<file path="src/hw/adapter_pkg.sv">
// Package with constants and carrier types for the peripheral adapter host bus block.
package adapter_pkg;
  localparam int          DATA_W       = 8;
  localparam logic [1:0]  PICK_DATA_A  = 2'h0;
  localparam logic [1:0]  PICK_CTRL_A  = 2'h1;
  localparam logic [1:0]  PICK_DATA_B  = 2'h2;
  localparam logic [1:0]  PICK_CTRL_B  = 2'h3;
  localparam int          BIT_EN_EDGE  = 0;
  localparam int          BIT_POL_EDGE = 1;
  localparam int          BIT_ACCESS   = 2;
  localparam int          BIT_EN_CTRL  = 3;
  localparam int          BIT_POL_CTRL = 4;
  localparam int          BIT_OUT_CTRL = 5;
  localparam int          BIT_FLAG_2   = 6;
  localparam int          BIT_FLAG_1   = 7;
  localparam logic [5:0]  CTRL_RESET   = 6'h00;
  localparam logic [7:0]  BYTE_RESET   = 8'h00;

  typedef struct packed {
    logic select_high_first;
    logic select_high_second;
    logic select_low;
    logic reg_pick_high;
    logic reg_pick_low;
    logic read_not_write;
    logic enable;
  } host_bus_t;

  typedef struct packed {
    logic [DATA_W-1:0] dir;
    logic [DATA_W-1:0] out;
    logic [5:0]        ctrl;
  } side_regs_t;
endpackage

</file>
<file path="src/hw/irq_flag_section.sv">
// One section's pair of edge-sensed interrupt flags and its request output.
`timescale 1ns/1ns
module irq_flag_section (
  input  wire logic       clk_in,
  input  wire logic       rst_n_in,
  input  wire logic [5:0] ctrl_in,
  input  wire logic       e_fall_in,
  input  wire logic       desel_pulse_in,
  input  wire logic       clear_in,
  input  wire logic       edge_line_in,
  input  wire logic       ctrl_line_in,
  output logic      [1:0] flags_out,
  output logic            irq_low_out
);
  import adapter_pkg::*;

  logic [1:0] line;
  logic [1:0] pol;
  logic [1:0] en;
  logic [1:0] prev_q;
  logic [1:0] armed_q;
  logic [1:0] flag_q;
  logic [1:0] hit;
  logic       ctrl_is_input;

  assign line          = {ctrl_line_in, edge_line_in};
  assign pol           = {ctrl_in[BIT_POL_CTRL], ctrl_in[BIT_POL_EDGE]};
  assign en            = {ctrl_in[BIT_EN_CTRL], ctrl_in[BIT_EN_EDGE]};
  assign ctrl_is_input = ~ctrl_in[BIT_OUT_CTRL];
  // Only an active edge seen at an enable strobe counts, on a line used as an input.
  assign hit = armed_q & (line ^ ~pol) & (prev_q ^ pol) & {ctrl_is_input, 1'b1} & {2{e_fall_in}};

  always_ff @(posedge clk_in or negedge rst_n_in) begin
    if (!rst_n_in) begin
      prev_q  <= 2'h0;
      armed_q <= 2'h0;
      flag_q  <= 2'h0;
    end else begin
      if (e_fall_in) begin
        prev_q <= line;
      end
      if (clear_in) begin
        armed_q <= 2'h0;
      end else if (desel_pulse_in) begin
        armed_q <= 2'h3;
      end
      flag_q <= hit | (flag_q & ~{2{clear_in}});
    end
  end

  assign flags_out   = flag_q;
  assign irq_low_out = |(flag_q & en);
endmodule

</file>
<file path="src/hw/periph_adapter_host_bus_irq.sv">
// Host bus decode, register file and interrupt request outputs of the peripheral adapter.
`timescale 1ns/1ns
// Notes on behaviour
// - Selected only with both high selects high and the low select low.
// - Eight-bit data bus driven only during a selected read.
// - Selected write with read/write low loads the addressed register.
// - Read/write high drives the bus only when addressed and enable high.
// - The enable strobe is the only timing reference for the bus.
// - Active-low reset clears every register bit.
// - Register chosen by the two pick inputs and control bit 2.
// - Two open-drain active-low request outputs, wire-OR capable.
// - Each request output is pulled low by either of two flags.
// - Four enable bits mask each source from its request output.
// - Reading a section's data register clears both its flags.
// - A cleared flag rearms only after an enable pulse while deselected.
// - Edge sensing is conditioned by enable pulses between edges.
// - A rearmed flag sets on the next active input transition.
// - Pick 00 data or direction by bit 2, 01 control; B alike.
// - Control bits 0 to 5 read/write; bits 6 and 7 read-only flags.
// - Flags set only by input edges, never by a host write.
module periph_adapter_host_bus_irq (
  input  wire logic                      clk_in,
  input  wire logic                      rst_n_in,
  input  wire adapter_pkg::host_bus_t    bus_in,
  input  wire logic [adapter_pkg::DATA_W-1:0] data_in,
  output logic [adapter_pkg::DATA_W-1:0] data_out,
  output logic                           data_oe_out,
  input  wire logic [adapter_pkg::DATA_W-1:0] port_a_in,
  input  wire logic [adapter_pkg::DATA_W-1:0] port_b_in,
  input  wire logic                      side_a_edge_input_in,
  input  wire logic                      side_a_control_line_in,
  input  wire logic                      side_b_edge_input_in,
  input  wire logic                      side_b_control_line_in,
  output adapter_pkg::side_regs_t        regs_a_out,
  output adapter_pkg::side_regs_t        regs_b_out,
  output logic                           int_request_side_a_out,
  output logic                           int_request_side_a_oe_out,
  output logic                           int_request_side_b_out,
  output logic                           int_request_side_b_oe_out
);
  import adapter_pkg::*;

  logic             rst_s1_q;
  logic             rst_s2_q;
  logic             e_q;
  logic             e_fall;
  logic             selected;
  logic [1:0]       pick;
  logic             wr_strobe;
  logic             rd_strobe;
  logic             desel_pulse;
  side_regs_t       a_q;
  side_regs_t       b_q;
  logic [1:0]       flags_a;
  logic [1:0]       flags_b;
  logic             irq_a;
  logic             irq_b;
  logic [7:0]       data_a_view;
  logic [7:0]       data_b_view;
  logic [7:0]       read_mux;
  logic [7:0]       data_d;
  logic [7:0]       data_q;
  logic             clear_a;
  logic             clear_b;
  logic             sel_data_a;
  logic             sel_data_b;
  logic             pick_data_a;
  logic             pick_ctrl_a;
  logic             pick_data_b;
  logic             pick_ctrl_b;
  logic             wr_out_a;
  logic             wr_dir_a;
  logic             wr_ctrl_a;
  logic             wr_out_b;
  logic             wr_dir_b;
  logic             wr_ctrl_b;
  logic [7:0]       ctrl_view_a;
  logic [7:0]       ctrl_view_b;
  logic [7:0]       side_view_a;
  logic [7:0]       side_view_b;

  // Reset is applied at once and released only after two clock edges.
  always_ff @(posedge clk_in or negedge rst_n_in) begin
    if (!rst_n_in) begin
      rst_s1_q <= 1'b0;
      rst_s2_q <= 1'b0;
    end else begin
      rst_s1_q <= 1'b1;
      rst_s2_q <= rst_s1_q;
    end
  end

  assign selected    = bus_in.select_high_first & bus_in.select_high_second & ~bus_in.select_low;
  assign pick        = {bus_in.reg_pick_high, bus_in.reg_pick_low};
  assign e_fall      = e_q & ~bus_in.enable;
  // Selects are sampled at the falling edge and assumed steady over the pulse.
  assign wr_strobe   = e_fall & selected & ~bus_in.read_not_write;
  assign rd_strobe   = e_fall & selected & bus_in.read_not_write;
  assign desel_pulse = e_fall & ~selected;
  assign pick_data_a = (pick == PICK_DATA_A);
  assign pick_ctrl_a = (pick == PICK_CTRL_A);
  assign pick_data_b = (pick == PICK_DATA_B);
  assign pick_ctrl_b = (pick == PICK_CTRL_B);

  assign sel_data_a  = pick_data_a & a_q.ctrl[BIT_ACCESS];
  assign sel_data_b  = pick_data_b & b_q.ctrl[BIT_ACCESS];
  assign clear_a     = rd_strobe & sel_data_a;
  assign clear_b     = rd_strobe & sel_data_b;

  // Each write lands in exactly one register, chosen by the pick inputs and the access bit.
  assign wr_out_a    = wr_strobe & sel_data_a;
  assign wr_dir_a    = wr_strobe & pick_data_a & ~a_q.ctrl[BIT_ACCESS];
  assign wr_ctrl_a   = wr_strobe & pick_ctrl_a;
  assign wr_out_b    = wr_strobe & sel_data_b;
  assign wr_dir_b    = wr_strobe & pick_data_b & ~b_q.ctrl[BIT_ACCESS];
  assign wr_ctrl_b   = wr_strobe & pick_ctrl_b;

  // Data lines driven as outputs read back the output register; inputs read the pins.
  assign data_a_view = (a_q.out & a_q.dir) | (port_a_in & ~a_q.dir);
  assign data_b_view = (b_q.out & b_q.dir) | (port_b_in & ~b_q.dir);
  assign side_view_a = a_q.ctrl[BIT_ACCESS] ? data_a_view : a_q.dir;
  assign side_view_b = b_q.ctrl[BIT_ACCESS] ? data_b_view : b_q.dir;
  // Bit 7 shows the edge input's flag and bit 6 the control line's.
  assign ctrl_view_a = {flags_a[0], flags_a[1], a_q.ctrl};
  assign ctrl_view_b = {flags_b[0], flags_b[1], b_q.ctrl};
  assign read_mux    = pick_ctrl_a ? ctrl_view_a :
                       pick_ctrl_b ? ctrl_view_b :
                       pick_data_a ? side_view_a : side_view_b;
  assign data_d      = read_mux;

  always_ff @(posedge clk_in or negedge rst_s2_q) begin
    if (!rst_s2_q) begin
      e_q <= 1'b0;
    end else begin
      e_q <= bus_in.enable;
    end
  end

  always_ff @(posedge clk_in or negedge rst_s2_q) begin
    if (!rst_s2_q) begin
      data_q <= BYTE_RESET;
    end else begin
      data_q <= data_d;
    end
  end

  // Side A registers; only bits 0 to 5 of the control word are writable.
  always_ff @(posedge clk_in or negedge rst_s2_q) begin
    if (!rst_s2_q) begin
      a_q <= '{dir: BYTE_RESET, out: BYTE_RESET, ctrl: CTRL_RESET};
    end else begin
      if (wr_out_a) begin
        a_q.out <= data_in;
      end
      if (wr_dir_a) begin
        a_q.dir <= data_in;
      end
      if (wr_ctrl_a) begin
        a_q.ctrl <= data_in[5:0];
      end
    end
  end

  // Side B registers, built like side A.
  always_ff @(posedge clk_in or negedge rst_s2_q) begin
    if (!rst_s2_q) begin
      b_q <= '{dir: BYTE_RESET, out: BYTE_RESET, ctrl: CTRL_RESET};
    end else begin
      if (wr_out_b) begin
        b_q.out <= data_in;
      end
      if (wr_dir_b) begin
        b_q.dir <= data_in;
      end
      if (wr_ctrl_b) begin
        b_q.ctrl <= data_in[5:0];
      end
    end
  end

  assign data_out    = data_q;
  // The bus is driven from the second clock of a selected read strobe until the strobe falls.
  assign data_oe_out = selected & bus_in.read_not_write & bus_in.enable & e_q;

  irq_flag_section sect_a (
    .clk_in         (clk_in),
    .rst_n_in       (rst_s2_q),
    .ctrl_in        (a_q.ctrl),
    .e_fall_in      (e_fall),
    .desel_pulse_in (desel_pulse),
    .clear_in       (clear_a),
    .edge_line_in   (side_a_edge_input_in),
    .ctrl_line_in   (side_a_control_line_in),
    .flags_out      (flags_a),
    .irq_low_out    (irq_a)
  );

  irq_flag_section sect_b (
    .clk_in         (clk_in),
    .rst_n_in       (rst_s2_q),
    .ctrl_in        (b_q.ctrl),
    .e_fall_in      (e_fall),
    .desel_pulse_in (desel_pulse),
    .clear_in       (clear_b),
    .edge_line_in   (side_b_edge_input_in),
    .ctrl_line_in   (side_b_control_line_in),
    .flags_out      (flags_b),
    .irq_low_out    (irq_b)
  );

  assign regs_a_out = a_q;
  assign regs_b_out = b_q;
  // Open drain: the output value is always low and only the enable pulls the line.
  assign int_request_side_a_out    = 1'b0;
  assign int_request_side_a_oe_out = irq_a;
  assign int_request_side_b_out    = 1'b0;
  assign int_request_side_b_oe_out = irq_b;
endmodule

</file>
<file path="config.mk">
export PLATFORM = sky130hd
export DESIGN_NAME = periph_adapter_host_bus_irq
export DESIGN_NICKNAME = d
export VERILOG_FILES = /design/src/hw/adapter_pkg.sv /design/src/hw/irq_flag_section.sv /design/src/hw/periph_adapter_host_bus_irq.sv
export SDC_FILE = /design/constraint.sdc
export NUM_CORES = 1
export LEC_CHECK = 0
export ABC_AREA = 1
export BUFFER_PORTS_ARGS = -buffer_cell sky130_fd_sc_hd__buf_2
export CORE_MARGIN = 2
export CORE_UTILIZATION = 40
export CTS_BUF_LIST = sky130_fd_sc_hd__clkbuf_8
export DETAILED_ROUTE_END_ITERATION = 8
export PLACE_DENSITY = 0.73
export SYNTH_ARGS = -nofsm -noshare
export SYNTH_HDL_FRONTEND = slang
export SYNTH_SLANG_ARGS = --single-unit
export TNS_END_PERCENT = 5
</file>
<file path="constraint.sdc">
create_clock -name clk_in -period 2 [get_ports clk_in]
set_input_delay 0.4 -clock clk_in [delete_from_list [all_inputs] [get_ports clk_in]]
set_output_delay 0.4 -clock clk_in [all_outputs]
set_load 0.02 [all_outputs]
</file>
==> results.sh, run 1 <==
export IMPL_status="complete, no violations"
export IMPL_fmax_ghz=0.5636
export IMPL_ios=94
export IMPL_initial_core_util_pct=41.30
export IMPL_path_clk_slew_ns=0.08
export IMPL_finClkSkew_ns=0.009411
export IMPL_min_period_ns=1.774
export IMPL_antennaDiodeCount=0
export IMPL_dp_cells=636
export IMPL_cts_inserted_buffers=9
export IMPL_grt_pass1_vias=3104
export IMPL_postCtsSetupBuffers=0
export IMPL_rows=33
export IMPL_initialDrtViolationCount=319
export IMPL_required_ns=1.60
export IMPL_synth_distinct_cells=19
export IMPL_power_density_nw_per_um2=801.1
export IMPL_clkSinkCount=65
export IMPL_grt_max_degree=50
export IMPL_insertion_delay_ns=0.34
export IMPL_setup_slack_ns=0.2257
export IMPL_synth_warnings=0
export IMPL_io_buffers=91
export IMPL_via_per_inst=5.164
export IMPL_maxCapViolCount=0
export IMPL_startpoint_type="flop"
export IMPL_finalSetupViolCount=0
export IMPL_wirelength_mm=9.627
export IMPL_htree_levels=3
export IMPL_ant_nets=0
export IMPL_crit_path_max_incr_delay_ns=0.59
export IMPL_die_h_um=96.11
export IMPL_syn_inst=447
export IMPL_crit_buf_inv=2
export IMPL_dp_hpwl_mm=7.098
export IMPL_critical_path_class="flop to output pin"
export IMPL_r2r_slack_ns=0.46
export IMPL_drv_slew=0
export IMPL_leakage_nw=2.390
export IMPL_drt_first_pass_iters=5
export IMPL_place_gp_congestion=0.8446
export IMPL_setup_tns_final_ns=0
export IMPL_cts_resized=0
export IMPL_drive_above_1_share_pct=25.00
export IMPL_area_growth_pct=24.37
export IMPL_rsz0062_at_grt="no"
export IMPL_ctsHoldBuffers=1
export IMPL_syn_area_um2=3393
export IMPL_cts_tree="built"
export IMPL_cp_end_kind="output pin"
export IMPL_design_core_area_um2=8217
export IMPL_pre_cts_ws_ns=0.2859
export IMPL_hold_viol_final=0
export IMPL_synth_seq_cells=65
export IMPL_cp_arrival_ns=1.37
export IMPL_cp_max_fo=11
export IMPL_fin_crit_sh_pct=88.72
export IMPL_nFillCells=793
export IMPL_fin_nets=580
export IMPL_utilization_pct=51.36
export IMPL_grt_first_pass_wirelength_mm=15.39
export IMPL_drcViolationCount=0
export IMPL_antenna_found_initial=0
export IMPL_hold_path_class="flop to asynchronous set/reset pin"
export IMPL_vias=3372
export IMPL_fin_cells=653
export IMPL_path_cells="buf_4, buf_2"
export IMPL_crit_family="flip-flops"
export IMPL_ir_drop_v=0.0003927
export IMPL_cts_buffer_depth=2
export IMPL_wl_per_cell_um=14.74
export IMPL_cpMaxStageDelayCell="dfrtp_1"
export IMPL_ys_seq_area_share_pct=47.94
export IMPL_die_w_um=96.11
export IMPL_gr_total_overflow=0
export IMPL_grtUsageTotal_pct=22.07
export IMPL_syn_area_per_cell_um2=7.591
export IMPL_cts_root_buffer="clkbuf_8"
export IMPL_dieArea_um2=9236
## worst paths after layout
kind | to | depth (start not counted) | start
max reg2reg | regs_a_out[8] | 5 | regs_a_out[2]
max | regs_a_out[2] | 2 | regs_a_out[2]
min | regs_a_out[6] | 0 | rst_s2_q
min reg2reg | regs_a_out[6] | 0 | rst_s2_q
max in group asynchronous | regs_b_out[21] | 1 | rst_s2_q
min in group clk_in | e_q | 1 | bus_in[0]
## cell usage in the layout, fill, tap and decap left out, drive strengths merged
master	count
clkbuf	10
and2	2
dlygate4sd3	1
o21ai	10
nand3	41
o22ai	10
bufinv	3
dfrtp	65
conb	3
buf	101
inv	70
clkinv	3
nand4	48
nand2	169
nor4	1
nor2	11
## area by class of cell
class	instances	area [um2]	share of cell area [%]
inverter	70	262.8	6.226
tap	105	131.4	3.113
sequential	65	1628	38.57
multi-input combinational	295	1403	33.23
clock buffer	10	137.6	3.261
timing repair buffer	102	553.0	13.10
clock inverter	6	105.1	2.490
## stage by stage
step	total power, mW	area, um2	hold WS, ns
after floorplan	1.821	3397	0.1044
after global placement	2.030	3968	0.1849
after detailed placement	2.040	3968	0.1871
after CTS	3.409	4220	0.1955
after global routing	3.524	4220	0.2058
final	3.381	4220	0.1763
## report_power, final
part / total [mW] / leakage, nW / switching (mW) / internal, mW
Sequential: 1.48 / 0.848 / 0.0772 / 1.40
Clock: 1.36 / 0.126 / 0.508 / 0.856
Combinational: 0.541 / 1.42 / 0.368 / 0.173
Total: 3.38 / 2.39 / 0.953 / 2.43
## logic make-up after synthesis
kind of cell / synth area share (%)
compound gates: 3.319
buf+inv: 10.84
simple gates: 37.68
flops: 47.94
other cells: 0.2213
## synthesized netlist by cell type
master / number / area share, %
inv_2: 5 / 0.55
buf_4: 9 / 2.0
inv_1: 65 / 7.2
nand3_1: 37 / 5.5
nand2_2: 3 / 0.55
nor2_4: 6 / 2.0
nand2_1: 166 / 18
nor2_1: 5 / 0.55
o22ai_1: 10 / 1.8
nand3_2: 4 / 1.2
and2_1: 2 / 0.37
nand4_1: 47 / 8.7
nor4_1: 1 / 0.18
nand4_2: 1 / 0.37
o21ai_0: 10 / 1.5
conb_1: 2 / 0.22
buf_2: 3 / 0.44
clkbuf_1: 6 / 0.66
dfrtp_1: 65 / 48
## state kept, by name (all words and copies together) (netlist names)
register	flops
sect_a.flags_out	2
rst_s2_q	1
sect_a.armed_q	1
e_q	1
data_out	8
sect_a.prev_q	2
sect_b.flags_out	2
regs_a_out	22
regs_b_out	22
sect_b.prev_q	2
rst_s1_q	1
sect_b.armed_q	1
## routing by layer
| metal | wire (um) | GRT usage [%] | up-vias |
|---|---|---|---|
| met5 | 0 | 0 | - |
| met4 | 141 | 7.857 | 0 |
| met3 | 801 | 3.446 | 11 |
| met2 | 4464 | 34.84 | 155 |
| met1 | 4220 | 30.84 | 1587 |
| li1 | - | - | 1619 |
Note: power is estimated with default switching activity, not from simulation.
==> inputs of run 2 (changes only) <==
--- a/config.mk
+++ b/config.mk
@@ -5,13 +5,13 @@
 export SDC_FILE = /design/constraint.sdc
 export NUM_CORES = 1
 export LEC_CHECK = 0
-export ABC_AREA = 1
-export BUFFER_PORTS_ARGS = -buffer_cell sky130_fd_sc_hd__buf_2
+export CAP_MARGIN = 20
 export CORE_MARGIN = 2
 export CORE_UTILIZATION = 40
 export CTS_BUF_LIST = sky130_fd_sc_hd__clkbuf_8
 export DETAILED_ROUTE_END_ITERATION = 8
-export PLACE_DENSITY = 0.73
+export DONT_BUFFER_PORTS = 1
+export PLACE_DENSITY = 0.63
 export SYNTH_ARGS = -nofsm -noshare
 export SYNTH_HDL_FRONTEND = slang
 export SYNTH_SLANG_ARGS = --single-unit
==> run 2 against run 1 <==
Effect of this change: critical endpoint is now regs_b_out[21]; critical path depth is 1 higher; via count is 42% lower; total power is 7.7% lower; largest cell class unchanged; synthesized cell count is 49% lower; design area is 20% lower; count of clock-buffer cells in the layout is 1 lower; cell count is 48% lower.
==> results.sh, run 2 <==
export IMPL_initial_core_util_pct=41.19
export IMPL_synthTopCellsByArea="dfrtp_1 54%, mux2_2 18%, mux4_2 5.3%"
export IMPL_fmax_ghz=0.5763
export IMPL_grtUsageMet1_pct=20.97
export IMPL_finClkSkew_ns=0.006826
export IMPL_path_clk_slew_ns=0.08
export IMPL_critical_path_class="flop to flop"
export IMPL_htree_levels=3
export IMPL_grt_first_pass_wirelength_mm=11.37
export IMPL_wirelength_mm=7.094
export IMPL_status="complete, no violations"
export IMPL_cpMaxStageDelayCell="nand4b_2"
export IMPL_io_buffers=0
export IMPL_ys_seq_area_share_pct=54.44
export IMPL_leakage_nw=1.505
export IMPL_async_flop_share_pct=100.0
export IMPL_use_met2_pct=28.95
export IMPL_final_cell_mix="64 x dfrtp_1, 48 x mux2_2, 16 x a21oi_1"
export IMPL_syn_area_per_cell_um2=13.05
export IMPL_synth_seq_cells=65
export IMPL_startpoint_type="flop"
export IMPL_finalSetupViolCount=0
export IMPL_synthTopCellsByCount="65 x dfrtp_1, 48 x mux2_2, 16 x a21oi_1"
export IMPL_met3_usage_pct=10.85
export IMPL_place_gp_congestion=0.7830
export IMPL_path_cells="nor4b_4, nand4b_2, mux2_2"
export IMPL_rows=31
export IMPL_gr_total_overflow=0
export IMPL_syn_area_um2=2988
export IMPL_grt_max_degree=64
export IMPL_via_per_inst=5.716
export IMPL_die_w_um=90.43
export IMPL_hold_viol_final=0
export IMPL_post_synth_top_count_cell="dfrtp_1"
export IMPL_synth_distinct_cells=31
export IMPL_cp_max_fo=8
export IMPL_fin_cells=341
export IMPL_synth_area_leader_cell="dfrtp_1"
export IMPL_antennaDiodeCount=0
export IMPL_busiest_layer="met2"
export IMPL_grtUsageTotal_pct=18.42
export IMPL_crit_family="simple AND/OR/NAND/NOR gates"
export IMPL_drcViolationCount=0
export IMPL_crit_buf_inv=0
export IMPL_cts_root_buffer="clkbuf_8"
export IMPL_ir_drop_v=0.0003444
export IMPL_postCtsSetupBuffers=0
export IMPL_dp_hpwl_mm=5.090
export IMPL_min_period_ns=1.735
export IMPL_drt_first_pass_iters=4
export IMPL_dp_cells=324
export IMPL_fin_crit_sh_pct=86.76
export IMPL_cts_tree="built"
export IMPL_insertion_delay_ns=0.34
export IMPL_final_common_cell="dfrtp_1"
export IMPL_ios=94
export IMPL_power_density_nw_per_um2=929.8
export IMPL_fin_nets=274
export IMPL_stdcell_area_um2=3356
export IMPL_syn_inst=229
export IMPL_maxCapViolCount=0
export IMPL_drv_slew=0
export IMPL_area_growth_pct=12.31
export IMPL_required_ns=2.23
export IMPL_design_core_area_um2=7253
export IMPL_vias=1949
export IMPL_synth_top_area_share_pct=54.44
export IMPL_drive_above_1_share_pct=35.54
export IMPL_worst_r2r_path_depth=3
export IMPL_synth_edff_count=0
export IMPL_setup_slack_ns=0.2648
export IMPL_pre_cts_ws_ns=0.1878
export IMPL_cp_depth=3
export IMPL_wl_per_cell_um=20.80
export IMPL_initialDrtViolationCount=138
export IMPL_cp_end_kind="flop"
export IMPL_cp_arrival_ns=1.97
export IMPL_cts_buffer_depth=2
export IMPL_hold_path_class="input pin to flop"
export IMPL_cts_inserted_buffers=9
export IMPL_antenna_found_initial=0
export IMPL_rsz0062_at_grt="no"
export IMPL_crit_path_max_incr_delay_ns=0.44
export IMPL_dieArea_um2=8177
export IMPL_die_h_um=90.43
export IMPL_synth_warnings=0
export IMPL_clkSinkCount=65
export IMPL_grt_pass1_vias=2028
export IMPL_post_dp_cell_area_um2=3119
export IMPL_ant_nets=0
export IMPL_ys_flop_type="dfrtp_1"
export IMPL_setup_tns_final_ns=0
export IMPL_whs_path_depth=0
run 2: cell types whose count changed after synthesis, sizes merged, moves of 5 or more:
cell   before  now
inv        70   14
mux2        0   48
nand3      41    5
mux4        0    7
a21oi       0   16
a31oi       0   14
nand4      48    4
nor2b       0    6
nand2     169    5
o22ai      10    5
nor2       11    3
o21ai      10    1
run 2: metal layers:
metal,up-vias,wire length [um]
li1,858,-
met3,12,835
met4,0,132
met5,-,0
met1,979,2802
met2,100,3323
run 2: timing repair:
action | in CTS | in global routing
endpoints found under the setup margin | 0 | 0
hold buffers | 1 | 0
gates resized for setup | 0 | 0
hold endpoints to repair | 2 | 0
run 2: final timing paths:
kind                            from        endpoint  slack [ns]
max                              e_q  regs_b_out[21]        0.26
min                        bus_in[0]             e_q        0.08
max reg2reg                      e_q  regs_b_out[21]        0.26
min reg2reg                 rst_s2_q  regs_a_out[10]        0.27
max in group asynchronous   rst_s2_q             e_q        1.45
min in group asynchronous   rst_s2_q  regs_a_out[10]        0.27
run 2: metrics by stage:
stage / hold WS (ns) / utilization [%] / power [mW]
after CTS: 0.06705 / 46.27 / 3.161
after detailed placement: 0.1045 / 43.00 / 1.896
after floorplan: 0.1044 / - / 1.818
after global placement: 0.1045 / 43.00 / 1.884
after global routing: 0.05762 / 46.27 / 3.258
final: 0.08453 / 46.27 / 3.120
run 2: final cells by class:
type / instances / area, um2
inverters: 14 / 52.55
clock inverters: 7 / 102.6
multi-input cells: 140 / 1257
fillers: 681 / 3897
flip-flops and latches: 65 / 1628
clock buffers: 9 / 123.9
well taps: 99 / 123.9
repair buffers: 7 / 67.56
run 2: cell families after synthesis:
kind of cell    share of synthesized area [%]
flops                                   54.44
mux                                     23.37
compound gates                          9.589
simple gates                            8.752
buf+inv                                 3.601
other cells                            0.2513
run 2: where the power goes:
group          internal [mW]  leakage (nW)  total (mW)  switching, mW
combinational          0.145         0.550       0.273          0.128
clock                  0.714         0.110        1.25          0.539
sequential              1.41         0.845        1.60          0.186
